$ cat src/srs_pkg.sv
// package for the spindle rotation sequencer: register map, fields, timing
package srs_pkg;

  localparam int unsigned CLK_MHZ = 125;

  // brake timing defaults in milliseconds
  localparam int unsigned BRAKE_DELAY_MS_DEF = 100;
  localparam int unsigned BRAKE_HOLD_MS_DEF  = 500;
  localparam int unsigned CYCLES_PER_MS      = CLK_MHZ * 1000;

  // register byte offsets
  localparam logic [7:0] REG_CTRL     = 8'h00;
  localparam logic [7:0] REG_CMD      = 8'h04;
  localparam logic [7:0] REG_STATUS   = 8'h08;
  localparam logic [7:0] REG_IRQ_STAT = 8'h0c;
  localparam logic [7:0] REG_IRQ_MASK = 8'h10;
  localparam logic [7:0] REG_DELAY    = 8'h14;
  localparam logic [7:0] REG_HOLD     = 8'h18;

  // ctrl fields
  localparam int unsigned CTRL_KEEP_RESET = 0;
  localparam int unsigned CTRL_KEEP_PEND  = 1;
  localparam int unsigned CTRL_TYPE_LO    = 2;
  localparam int unsigned CTRL_TYPE_HI    = 3;
  localparam int unsigned CTRL_COOL       = 4;
  localparam int unsigned CTRL_LUBE       = 5;
  localparam logic [31:0] CTRL_RST        = 32'h0000_0000;

  // command fields (write one to issue)
  localparam int unsigned CMD_CW       = 0;
  localparam int unsigned CMD_CCW      = 1;
  localparam int unsigned CMD_STOP     = 2;
  localparam int unsigned CMD_PEND     = 3;
  localparam int unsigned CMD_CNCRESET = 4;
  localparam int unsigned CMD_ESTOP    = 5;

  // interrupt status fields
  localparam int unsigned IRQ_DIR_ALARM   = 0;
  localparam int unsigned IRQ_FAULT_ALARM = 1;
  localparam int unsigned IRQ_BRAKE_DONE  = 2;
  localparam int unsigned IRQ_W           = 3;

  localparam logic [1:0] TYPE_MECH   = 2'h0;
  localparam logic [1:0] TYPE_ANALOG = 2'h1;
  localparam logic [1:0] TYPE_SERIAL = 2'h2;

  localparam logic [1:0] HTRANS_NONSEQ = 2'h2;

  typedef enum logic [2:0]
  {
    SRS_STOP = 3'b001,
    SRS_CW   = 3'b010,
    SRS_CCW  = 3'b100
  } srs_state_t;

  typedef enum logic [2:0]
  {
    SRS_BK_IDLE  = 3'b001,
    SRS_BK_DELAY = 3'b010,
    SRS_BK_HOLD  = 3'b100
  } srs_brake_t;

  // one request from bus or panel
  typedef struct packed
  {
    logic cw;
    logic ccw;
    logic stop;
    logic progEnd;
    logic cncReset;
    logic extStop;
  } srs_req_t;

  // panel lamps
  typedef struct packed
  {
    logic ccwLamp;
    logic cwLamp;
    logic stopLamp;
  } srs_lamps_t;

endpackage : srs_pkg

$ cat src/srs_sequencer.sv
// spindle rotation sequencer with ahb-lite register slave
//
// Register access over AHB-Lite and the placing of the registers are this design's own decisions.
`timescale 1ns/1ps
module srs_sequencer
  import srs_pkg::*;
#(
  parameter int unsigned CNT_W = 32
)
(
  input  wire logic        mclk,
  input  wire logic        rstn,
  input  wire logic        hsel,
  input  wire logic [31:0] haddr,
  input  wire logic [1:0]  htrans,
  input  wire logic        hwrite,
  input  wire logic [2:0]  hsize,
  input  wire logic [31:0] hwdata,
  input  wire logic        hready,
  output logic      [31:0] hrdata,
  output logic             hreadyout,
  output logic             hresp,
  input  wire logic        panelCwKey,
  input  wire logic        panelCcwKey,
  input  wire logic        panelStopKey,
  input  wire logic        spindleFaultInput,
  input  wire logic        analogVoltagePositive,
  output logic             spindleCwDrive,
  output logic             spindleCcwDrive,
  output logic             spindleStopIndication,
  output logic             spindleBrakeDrive,
  output logic             linkCwFlag,
  output logic             linkCcwFlag,
  output logic             spindleEnable,
  output logic             coolantDrive,
  output logic             lubeDrive,
  output srs_lamps_t       panelLamps,
  output logic             irq
);

  if (CNT_W > 32 || 64'(BRAKE_HOLD_MS_DEF) * CYCLES_PER_MS >= (64'd1 << CNT_W) ||
      64'(BRAKE_DELAY_MS_DEF) * CYCLES_PER_MS >= (64'd1 << CNT_W))
    $error("srs_sequencer: CNT_W too small for default brake times or above 32");

  localparam logic [CNT_W-1:0] DELAY_DEF = CNT_W'(BRAKE_DELAY_MS_DEF * CYCLES_PER_MS);
  localparam logic [CNT_W-1:0] HOLD_DEF  = CNT_W'(BRAKE_HOLD_MS_DEF * CYCLES_PER_MS);

  // two-flop synchronisers for pins
  logic [4:0] pinMeta_r;
  logic [4:0] pinSync_r;
  logic [4:0] pinLast_r;
  always_ff @(posedge mclk)
  begin
    if (!rstn)
    begin
      pinMeta_r <= 5'h00;
      pinSync_r <= 5'h00;
      pinLast_r <= 5'h00;
    end
    else
    begin
      pinMeta_r <= {analogVoltagePositive, spindleFaultInput, panelStopKey, panelCcwKey, panelCwKey};
      pinSync_r <= pinMeta_r;
      pinLast_r <= pinSync_r;
    end
  end
  logic [2:0] keyPress;
  logic       faultRise;
  logic       faultLvl;
  logic       voltPos;
  assign keyPress  = pinSync_r[2:0] & ~pinLast_r[2:0];
  assign faultLvl  = pinSync_r[3];
  assign faultRise = pinSync_r[3] & ~pinLast_r[3];
  assign voltPos   = pinSync_r[4];

  // ahb-lite address phase capture
  logic       dWrite_r;
  logic [7:0] dAddr_r;
  logic       aValid;
  assign aValid = hsel & hready & (htrans == HTRANS_NONSEQ);
  always_ff @(posedge mclk)
  begin
    if (!rstn)
    begin
      dWrite_r  <= 1'b0;
      dAddr_r   <= 8'h00;
      hreadyout <= 1'b1;
      hresp     <= 1'b0;
    end
    else
    begin
      dWrite_r  <= aValid & hwrite;
      dAddr_r   <= aValid ? haddr[7:0] : dAddr_r;
      hreadyout <= 1'b1;
      hresp     <= 1'b0;
    end
  end

  // software registers
  logic [31:0]      ctrl_r;
  logic [CNT_W-1:0] delay_r;
  logic [CNT_W-1:0] hold_r;
  logic [IRQ_W-1:0] irqMask_r;
  logic [IRQ_W-1:0] irqStat_r;
  always_ff @(posedge mclk)
  begin
    if (!rstn)
    begin
      ctrl_r    <= CTRL_RST;
      delay_r   <= DELAY_DEF;
      hold_r    <= HOLD_DEF;
      irqMask_r <= '0;
    end
    else if (dWrite_r)
    begin
      case (dAddr_r)
        REG_CTRL:     ctrl_r    <= hwdata;
        REG_DELAY:    delay_r   <= hwdata[CNT_W-1:0];
        REG_HOLD:     hold_r    <= hwdata[CNT_W-1:0];
        REG_IRQ_MASK: irqMask_r <= hwdata[IRQ_W-1:0];
        default:      ;
      endcase
    end
  end

  // command pulses from bus and panel merged
  srs_req_t req;
  always_comb
  begin
    req = '0;
    if (dWrite_r && dAddr_r == REG_CMD)
    begin
      req.cw       = hwdata[CMD_CW];
      req.ccw      = hwdata[CMD_CCW];
      req.stop     = hwdata[CMD_STOP];
      req.progEnd  = hwdata[CMD_PEND];
      req.cncReset = hwdata[CMD_CNCRESET];
      req.extStop  = hwdata[CMD_ESTOP];
    end
    req.cw   = req.cw | keyPress[0];
    req.ccw  = req.ccw | keyPress[1];
    req.stop = req.stop | keyPress[2];
  end

  logic keepReset;
  logic keepPend;
  assign keepReset = ctrl_r[CTRL_KEEP_RESET];
  assign keepPend  = ctrl_r[CTRL_KEEP_PEND];

  // rotation state
  srs_state_t state_r;
  srs_state_t state_nxt;
  logic       dirAlarm;
  always_comb
  begin
    state_nxt = state_r;
    dirAlarm  = 1'b0;
    if (req.extStop || faultLvl)
      state_nxt = SRS_STOP;
    else if (req.cncReset && !keepReset)
      state_nxt = SRS_STOP;
    else if (req.progEnd && !keepPend)
      state_nxt = SRS_STOP;
    else if (req.stop)
      state_nxt = SRS_STOP;
    else
    begin
      case (state_r)
        SRS_STOP:
        begin
          if (req.cw)
            state_nxt = SRS_CW;
          else if (req.ccw)
            state_nxt = SRS_CCW;
        end
        SRS_CW:  dirAlarm = req.ccw;
        SRS_CCW: dirAlarm = req.cw;
        default: state_nxt = SRS_STOP;
      endcase
    end
  end

  always_ff @(posedge mclk)
  begin
    if (!rstn)
      state_r <= SRS_STOP;
    else
      state_r <= state_nxt;
  end

  // direction, stop and lamp outputs all register from state_nxt so they change together
  logic serialMode;
  assign serialMode = (ctrl_r[CTRL_TYPE_HI:CTRL_TYPE_LO] == TYPE_SERIAL);
  always_ff @(posedge mclk)
  begin
    if (!rstn)
    begin
      spindleCwDrive        <= 1'b0;
      spindleCcwDrive       <= 1'b0;
      spindleStopIndication <= 1'b1;
      linkCwFlag            <= 1'b0;
      linkCcwFlag           <= 1'b0;
      panelLamps            <= 3'b001;
    end
    else
    begin
      spindleCwDrive        <= (state_nxt == SRS_CW) & ~serialMode;
      spindleCcwDrive       <= (state_nxt == SRS_CCW) & ~serialMode;
      linkCwFlag            <= (state_nxt == SRS_CW) & serialMode;
      linkCcwFlag           <= (state_nxt == SRS_CCW) & serialMode;
      spindleStopIndication <= (state_nxt == SRS_STOP);
      panelLamps            <= {state_nxt == SRS_CCW, state_nxt == SRS_CW, state_nxt == SRS_STOP};
    end
  end

  // spindle enable: analog mode needs positive voltage
  always_ff @(posedge mclk)
  begin
    if (!rstn)
      spindleEnable <= 1'b0;
    else if (ctrl_r[CTRL_TYPE_HI:CTRL_TYPE_LO] == TYPE_ANALOG)
      spindleEnable <= (state_nxt != SRS_STOP) & voltPos;
    else
      spindleEnable <= (state_nxt != SRS_STOP);
  end

  // coolant and lubrication follow ctrl, forced off by controller reset
  logic auxKill_r;
  always_ff @(posedge mclk)
  begin
    if (!rstn)
      auxKill_r <= 1'b0;
    else if (req.cncReset && !keepReset)
      auxKill_r <= 1'b1;
    else if (dWrite_r && dAddr_r == REG_CTRL)
      auxKill_r <= 1'b0;
  end
  always_ff @(posedge mclk)
  begin
    coolantDrive <= rstn & ctrl_r[CTRL_COOL] & ~auxKill_r & ~(req.cncReset & ~keepReset);
    lubeDrive    <= rstn & ctrl_r[CTRL_LUBE] & ~auxKill_r & ~(req.cncReset & ~keepReset);
  end

  // brake sequencer
  srs_brake_t       brake_r;
  logic [CNT_W-1:0] brakeCnt_r;
  logic             brakeDone;
  logic             stopEntry;
  assign stopEntry = (state_r != SRS_STOP) && (state_nxt == SRS_STOP);
  always_ff @(posedge mclk)
  begin
    // any start cancels a pending or running brake
    if (!rstn || state_nxt != SRS_STOP)
    begin
      brake_r           <= SRS_BK_IDLE;
      brakeCnt_r        <= '0;
      spindleBrakeDrive <= 1'b0;
    end
    else
    begin
      case (brake_r)
        SRS_BK_IDLE:
        begin
          if (stopEntry)
          begin
            brake_r    <= SRS_BK_DELAY;
            brakeCnt_r <= '0;
          end
        end
        SRS_BK_DELAY:
        begin
          brakeCnt_r <= brakeCnt_r + 1'b1;
          if (brakeCnt_r + 1'b1 >= delay_r)
          begin
            brake_r           <= SRS_BK_HOLD;
            brakeCnt_r        <= '0;
            spindleBrakeDrive <= 1'b1;
          end
        end
        SRS_BK_HOLD:
        begin
          brakeCnt_r <= brakeCnt_r + 1'b1;
          if (brakeCnt_r + 1'b1 >= hold_r)
          begin
            brake_r           <= SRS_BK_IDLE;
            spindleBrakeDrive <= 1'b0;
          end
        end
        default:
        begin
          brake_r           <= SRS_BK_IDLE;
          spindleBrakeDrive <= 1'b0;
        end
      endcase
    end
  end
  assign brakeDone = (brake_r == SRS_BK_HOLD) && (brakeCnt_r + 1'b1 >= hold_r) && (state_nxt == SRS_STOP);

  // sticky interrupt status, set wins over write-one clear
  logic [IRQ_W-1:0] irqSet;
  logic [IRQ_W-1:0] irqClr;
  always_comb
  begin
    irqSet                  = '0;
    irqSet[IRQ_DIR_ALARM]   = dirAlarm;
    irqSet[IRQ_FAULT_ALARM] = faultRise;
    irqSet[IRQ_BRAKE_DONE]  = brakeDone;
    irqClr = (dWrite_r && dAddr_r == REG_IRQ_STAT) ? hwdata[IRQ_W-1:0] : '0;
  end
  always_ff @(posedge mclk)
  begin
    if (!rstn)
      irqStat_r <= '0;
    else
      irqStat_r <= (irqStat_r & ~irqClr) | irqSet;
  end
  always_ff @(posedge mclk)
  begin
    if (!rstn)
      irq <= 1'b0;
    else
      irq <= |(((irqStat_r & ~irqClr) | irqSet) & irqMask_r);
  end

  // read data
  logic [31:0] statusWord;
  assign statusWord = {20'h00000, faultLvl, brake_r == SRS_BK_HOLD, spindleBrakeDrive,
                       spindleEnable, linkCcwFlag, linkCwFlag, 3'(state_r), spindleStopIndication,
                       spindleCcwDrive, spindleCwDrive};
  always_ff @(posedge mclk)
  begin
    if (!rstn)
      hrdata <= 32'h0000_0000;
    else if (aValid && !hwrite)
    begin
      case (haddr[7:0])
        REG_CTRL:     hrdata <= ctrl_r;
        REG_STATUS:   hrdata <= statusWord;
        REG_IRQ_STAT: hrdata <= 32'(irqStat_r);
        REG_IRQ_MASK: hrdata <= 32'(irqMask_r);
        REG_DELAY:    hrdata <= 32'(delay_r);
        REG_HOLD:     hrdata <= 32'(hold_r);
        default:      hrdata <= 32'h0000_0000;
      endcase
    end
  end

endmodule : srs_sequencer

$ cat config.mk
export PLATFORM = sky130hd
export DESIGN_NAME = srs_sequencer
export DESIGN_NICKNAME = d
export VERILOG_FILES = /design/src/srs_pkg.sv /design/src/srs_sequencer.sv
export SDC_FILE = /design/constraint.sdc
export NUM_CORES = 1
export LEC_CHECK = 0
export BUFFER_PORTS_ARGS = -buffer_cell sky130_fd_sc_hd__buf_2
export CORE_MARGIN = 2
export CORE_UTILIZATION = 59
export DETAILED_ROUTE_END_ITERATION = 8
export PLACE_DENSITY = 0.87
export SLEW_MARGIN = 15
export SYNTH_ARGS = -nofsm -noshare
export SYNTH_HDL_FRONTEND = slang
export SYNTH_SLANG_ARGS = --single-unit
export TNS_END_PERCENT = 100
$ cat constraint.sdc
create_clock -name mclk -period 5.3 [get_ports mclk]
set_input_delay 0.265 -clock mclk [delete_from_list [all_inputs] [get_ports mclk]]
set_output_delay 0.265 -clock mclk [all_outputs]
set_load 0.005 [all_outputs]
==> impl_metrics.env <==
export IMPL_syn_to_final_growth_pct=12.1
export IMPL_synth_avg_cell_area_um2=8.30
export IMPL_grt_max_degree=115
export IMPL_vias=9635
export IMPL_swShare_pct=23.0
export IMPL_grt_pass1_vias=8926
export IMPL_grt_pass1_wl_mm=45.5
export IMPL_maxSlewHeadroom_pct=33.5
export IMPL_gr_total_overflow=0
export IMPL_cts_made_buffers=21
export IMPL_firstDrtPassIters=6
export IMPL_synthCells=1277
export IMPL_cts_buffer_depth=3
export IMPL_core_um2=17800
export IMPL_status="finished clean"
export IMPL_synth_nets=1421
export IMPL_drc=0
export IMPL_power_frac_seq_pct=50.4
export IMPL_cap_violations=0
export IMPL_irDropWorstVdd_mv=0.251
export IMPL_drt_wl_total_mm=27.9
export IMPL_postRouteAntennaNets=0
export IMPL_cts_root_buf="clkbuf_16"
export IMPL_clock_skew_ns=0.0156
export IMPL_synth_edf_count=0
export IMPL_clk_latency_ns=0.51
export IMPL_netlist_area_um2=10600
export IMPL_ctsHoldBuffers=5
export IMPL_max_freq_ghz=0.217
export IMPL_p_int_mw=2.43
export IMPL_ys_warn_count=0
export IMPL_cp_max_fo=13
export IMPL_cp_start_kind="flip-flop"
export IMPL_die_area_um2=19000
export IMPL_avgRoutedWirePerCell_um=17.7
export IMPL_hp_class="input port to flip-flop"
export IMPL_synth_top_cell_area_share_pct=39.3
export IMPL_crit_path_end_kind="flip-flop"
export IMPL_async_reset_ff_share_pct=0
export IMPL_combPwrFrac_pct=5.4
export IMPL_p_per_area_nw_per_um2=265
export IMPL_power_leakage_nw=4.76
export IMPL_ys_types=71
export IMPL_post_cts_resized=0
export IMPL_row_count=49
export IMPL_pin_count=126
export IMPL_cts_tree="done"
export IMPL_arrival_ns=5.00
export IMPL_critical_path_required_ns=5.69
export IMPL_hold_viol_final=0
export IMPL_p_clk_share_pct=44.2
export IMPL_p_switching_mw=0.723
export IMPL_utilization_pct=66.8
export IMPL_grt_total_usage_pct=28.4
export IMPL_ys_seq_area_share_pct=39.3
export IMPL_finalNetCount=1482
export IMPL_dr_first_iter_drc_count=1380
export IMPL_period_needed_ns=4.60
export IMPL_yosys_area_top_type="dfxtp_1"
export IMPL_numClockSinks=208
export IMPL_synth_most_common_cell="nand2_1"
export IMPL_min_period_over_period_pct=86.8
export IMPL_synthTopCellsByArea="dfxtp_1 39%, nand2_1 9.4%, ha_1 7.7%, a21boi_0 5.8%, a222oi_1 2.7%"
export IMPL_die_w_um=138
export IMPL_drive_above_1_share_pct=13.0
export IMPL_ys_ff_latch=208
export IMPL_dp_hpwl_mm=19.0
export IMPL_synthFlopType="dfxtp_1"
export IMPL_cts_setup_buffers=0
export IMPL_htree_levels=1
export IMPL_die_h_um=138
export IMPL_clkTransAtPathRegs_ns=0.06
export IMPL_initial_utilization_pct=59.6
export IMPL_gp_congestion=0.891
export IMPL_rsz0062_at_grt="false"
export IMPL_final_max_slew_viol_count=0
export IMPL_worst_pin_slew_ns=0.995
export IMPL_via_per_inst=6.09
export IMPL_crit_type="flip-flop to flip-flop"
export IMPL_setup_viol=0
export IMPL_timing_setup_tns_ns=0
export IMPL_antenna_found_initial=2
export IMPL_synthTopCellsByCount="264 x nand2_1, 208 x dfxtp_1, 82 x a21boi_0, 77 x inv_1, 65 x ha_1"
export IMPL_port_buffers=96
## metal layers
layer,vias up,part of all wire (%),track usage (%)
li1,4597,-,-
met1,4490,42,39.5
met2,487,44,44.4
met3,61,11,5.68
met4,0,2.8,9.77
met5,-,0,0
## logic make-up after synthesis
group	count (synthesis)	synth area share (%)
other cells	2	0.0709
compound gates	314	21.1
simple gates	497	22.9
xor+xnor	28	2.31
buf+inv	154	5.71
mux	9	0.980
flops	208	39.3
fa+ha+maj	65	7.67
## registers in the layout, summed over array words and instances (netlist names), 4 cells and up
signal	flops
hrdata	32
delay_r	32
pinSync_r	5
hold_r	32
dAddr_r	8
pinMeta_r	5
pinLast_r	4
ctrl_r	32
brakeCnt_r	32
## metrics by stage
| step | hold WS [ns] | instances | power [mW] | area, µm² | setup WS, ns |
|---|---|---|---|---|---|
| 2_1_floorplan | 0.392 | 1277 | 1.72 | 10600 | 1.36 |
| 3_3_place_gp | 0.415 | 1539 | 1.78 | 11200 | 0.950 |
| 3_5_place_dp | 0.418 | 1539 | 1.79 | 11200 | 0.703 |
| 4_1_cts | 0.0186 | 1580 | 3.15 | 11900 | 0.690 |
| 5_1_grt | 0.0278 | 1582 | 3.23 | 11900 | 0.329 |
| 6_report | 0.0195 | 1582 | 3.15 | 11900 | 0.699 |
## worst max-delay path, stage by stage, from the launching register on
cell and delay, ns:
dfxtp_1 0.45, ha_1 0.27, and3_1 0.23, and4_1 0.37
nand4_1 0.26, nor2_1 0.21, nor2b_1 0.09, or2_2 0.35
ha_1 0.30, nand4_1 0.09, nor3_1 0.26, o311ai_0 0.23
a311oi_1 0.44, o21a_1 0.17, buf_4 0.19, nor2_1 0.05
buf_4 0.19, a221o_1 0.35
## path summary, 6_finish.rpt
kind                                       end  slack, ns          start  depth (start not counted)
worst max-delay path            brakeCnt_r[27]       0.70  brakeCnt_r[0]                         17
worst min-delay path               delay_r[19]       0.02     hwdata[19]                          3
worst max register to register  brakeCnt_r[27]       0.70  brakeCnt_r[0]                         17
worst min register to register    pinSync_r[0]       0.43   pinMeta_r[0]                          1
## layout make-up
cell class | instances | area [µm²]
Fill cell | 1370 | 5900
Multi-Input combinational cell | 915 | 5860
Sequential cell | 208 | 4160
Timing Repair Buffer | 115 | 638
Clock buffer | 28 | 592
Inverter | 77 | 289
Tap cell | 229 | 287
Clock inverter | 8 | 46.3
Antenna cell | 2 | 5.00
## cells in the final DEF (no fill, tap or decap), types with 6 or more instances in the layout
| cell type | n |
|---|---|
| nand2_1 | 264 |
| dfxtp_1 | 208 |
| buf_2 | 95 |
| a21boi_0 | 82 |
| inv_1 | 77 |
| ha_1 | 65 |
| a21oi_1 | 51 |
| o21ai_0 | 48 |
| nor2_1 | 38 |
| and2_1 | 38 |
| nand3_1 | 35 |
| nor2b_1 | 31 |
| o211ai_1 | 31 |
| a222oi_1 | 29 |
| xnor2_1 | 22 |
| clkbuf_16 | 21 |
| buf_4 | 15 |
| a22o_1 | 12 |
| nand4_1 | 11 |
| nor3_1 | 10 |
| a31oi_1 | 9 |
| and4_1 | 8 |
| nand2b_1 | 8 |
| a21o_1 | 8 |
| mux2i_1 | 7 |
| nor4_1 | 7 |
| a31o_2 | 7 |
| and3_1 | 6 |
| xor2_1 | 6 |
| a22oi_1 | 6 |
| clkinv_2 | 6 |
## power groups by stage
stage	clock network, mW	logic, mW	registers, mW
global route	1.46	0.184	1.59
finish	1.39	0.170	1.59
CTS	1.40	0.167	1.59
global placement	0	0.160	1.62
detailed placement	0	0.163	1.62
floorplan	0	0.104	1.62
Power figures use the tool's default switching activity.
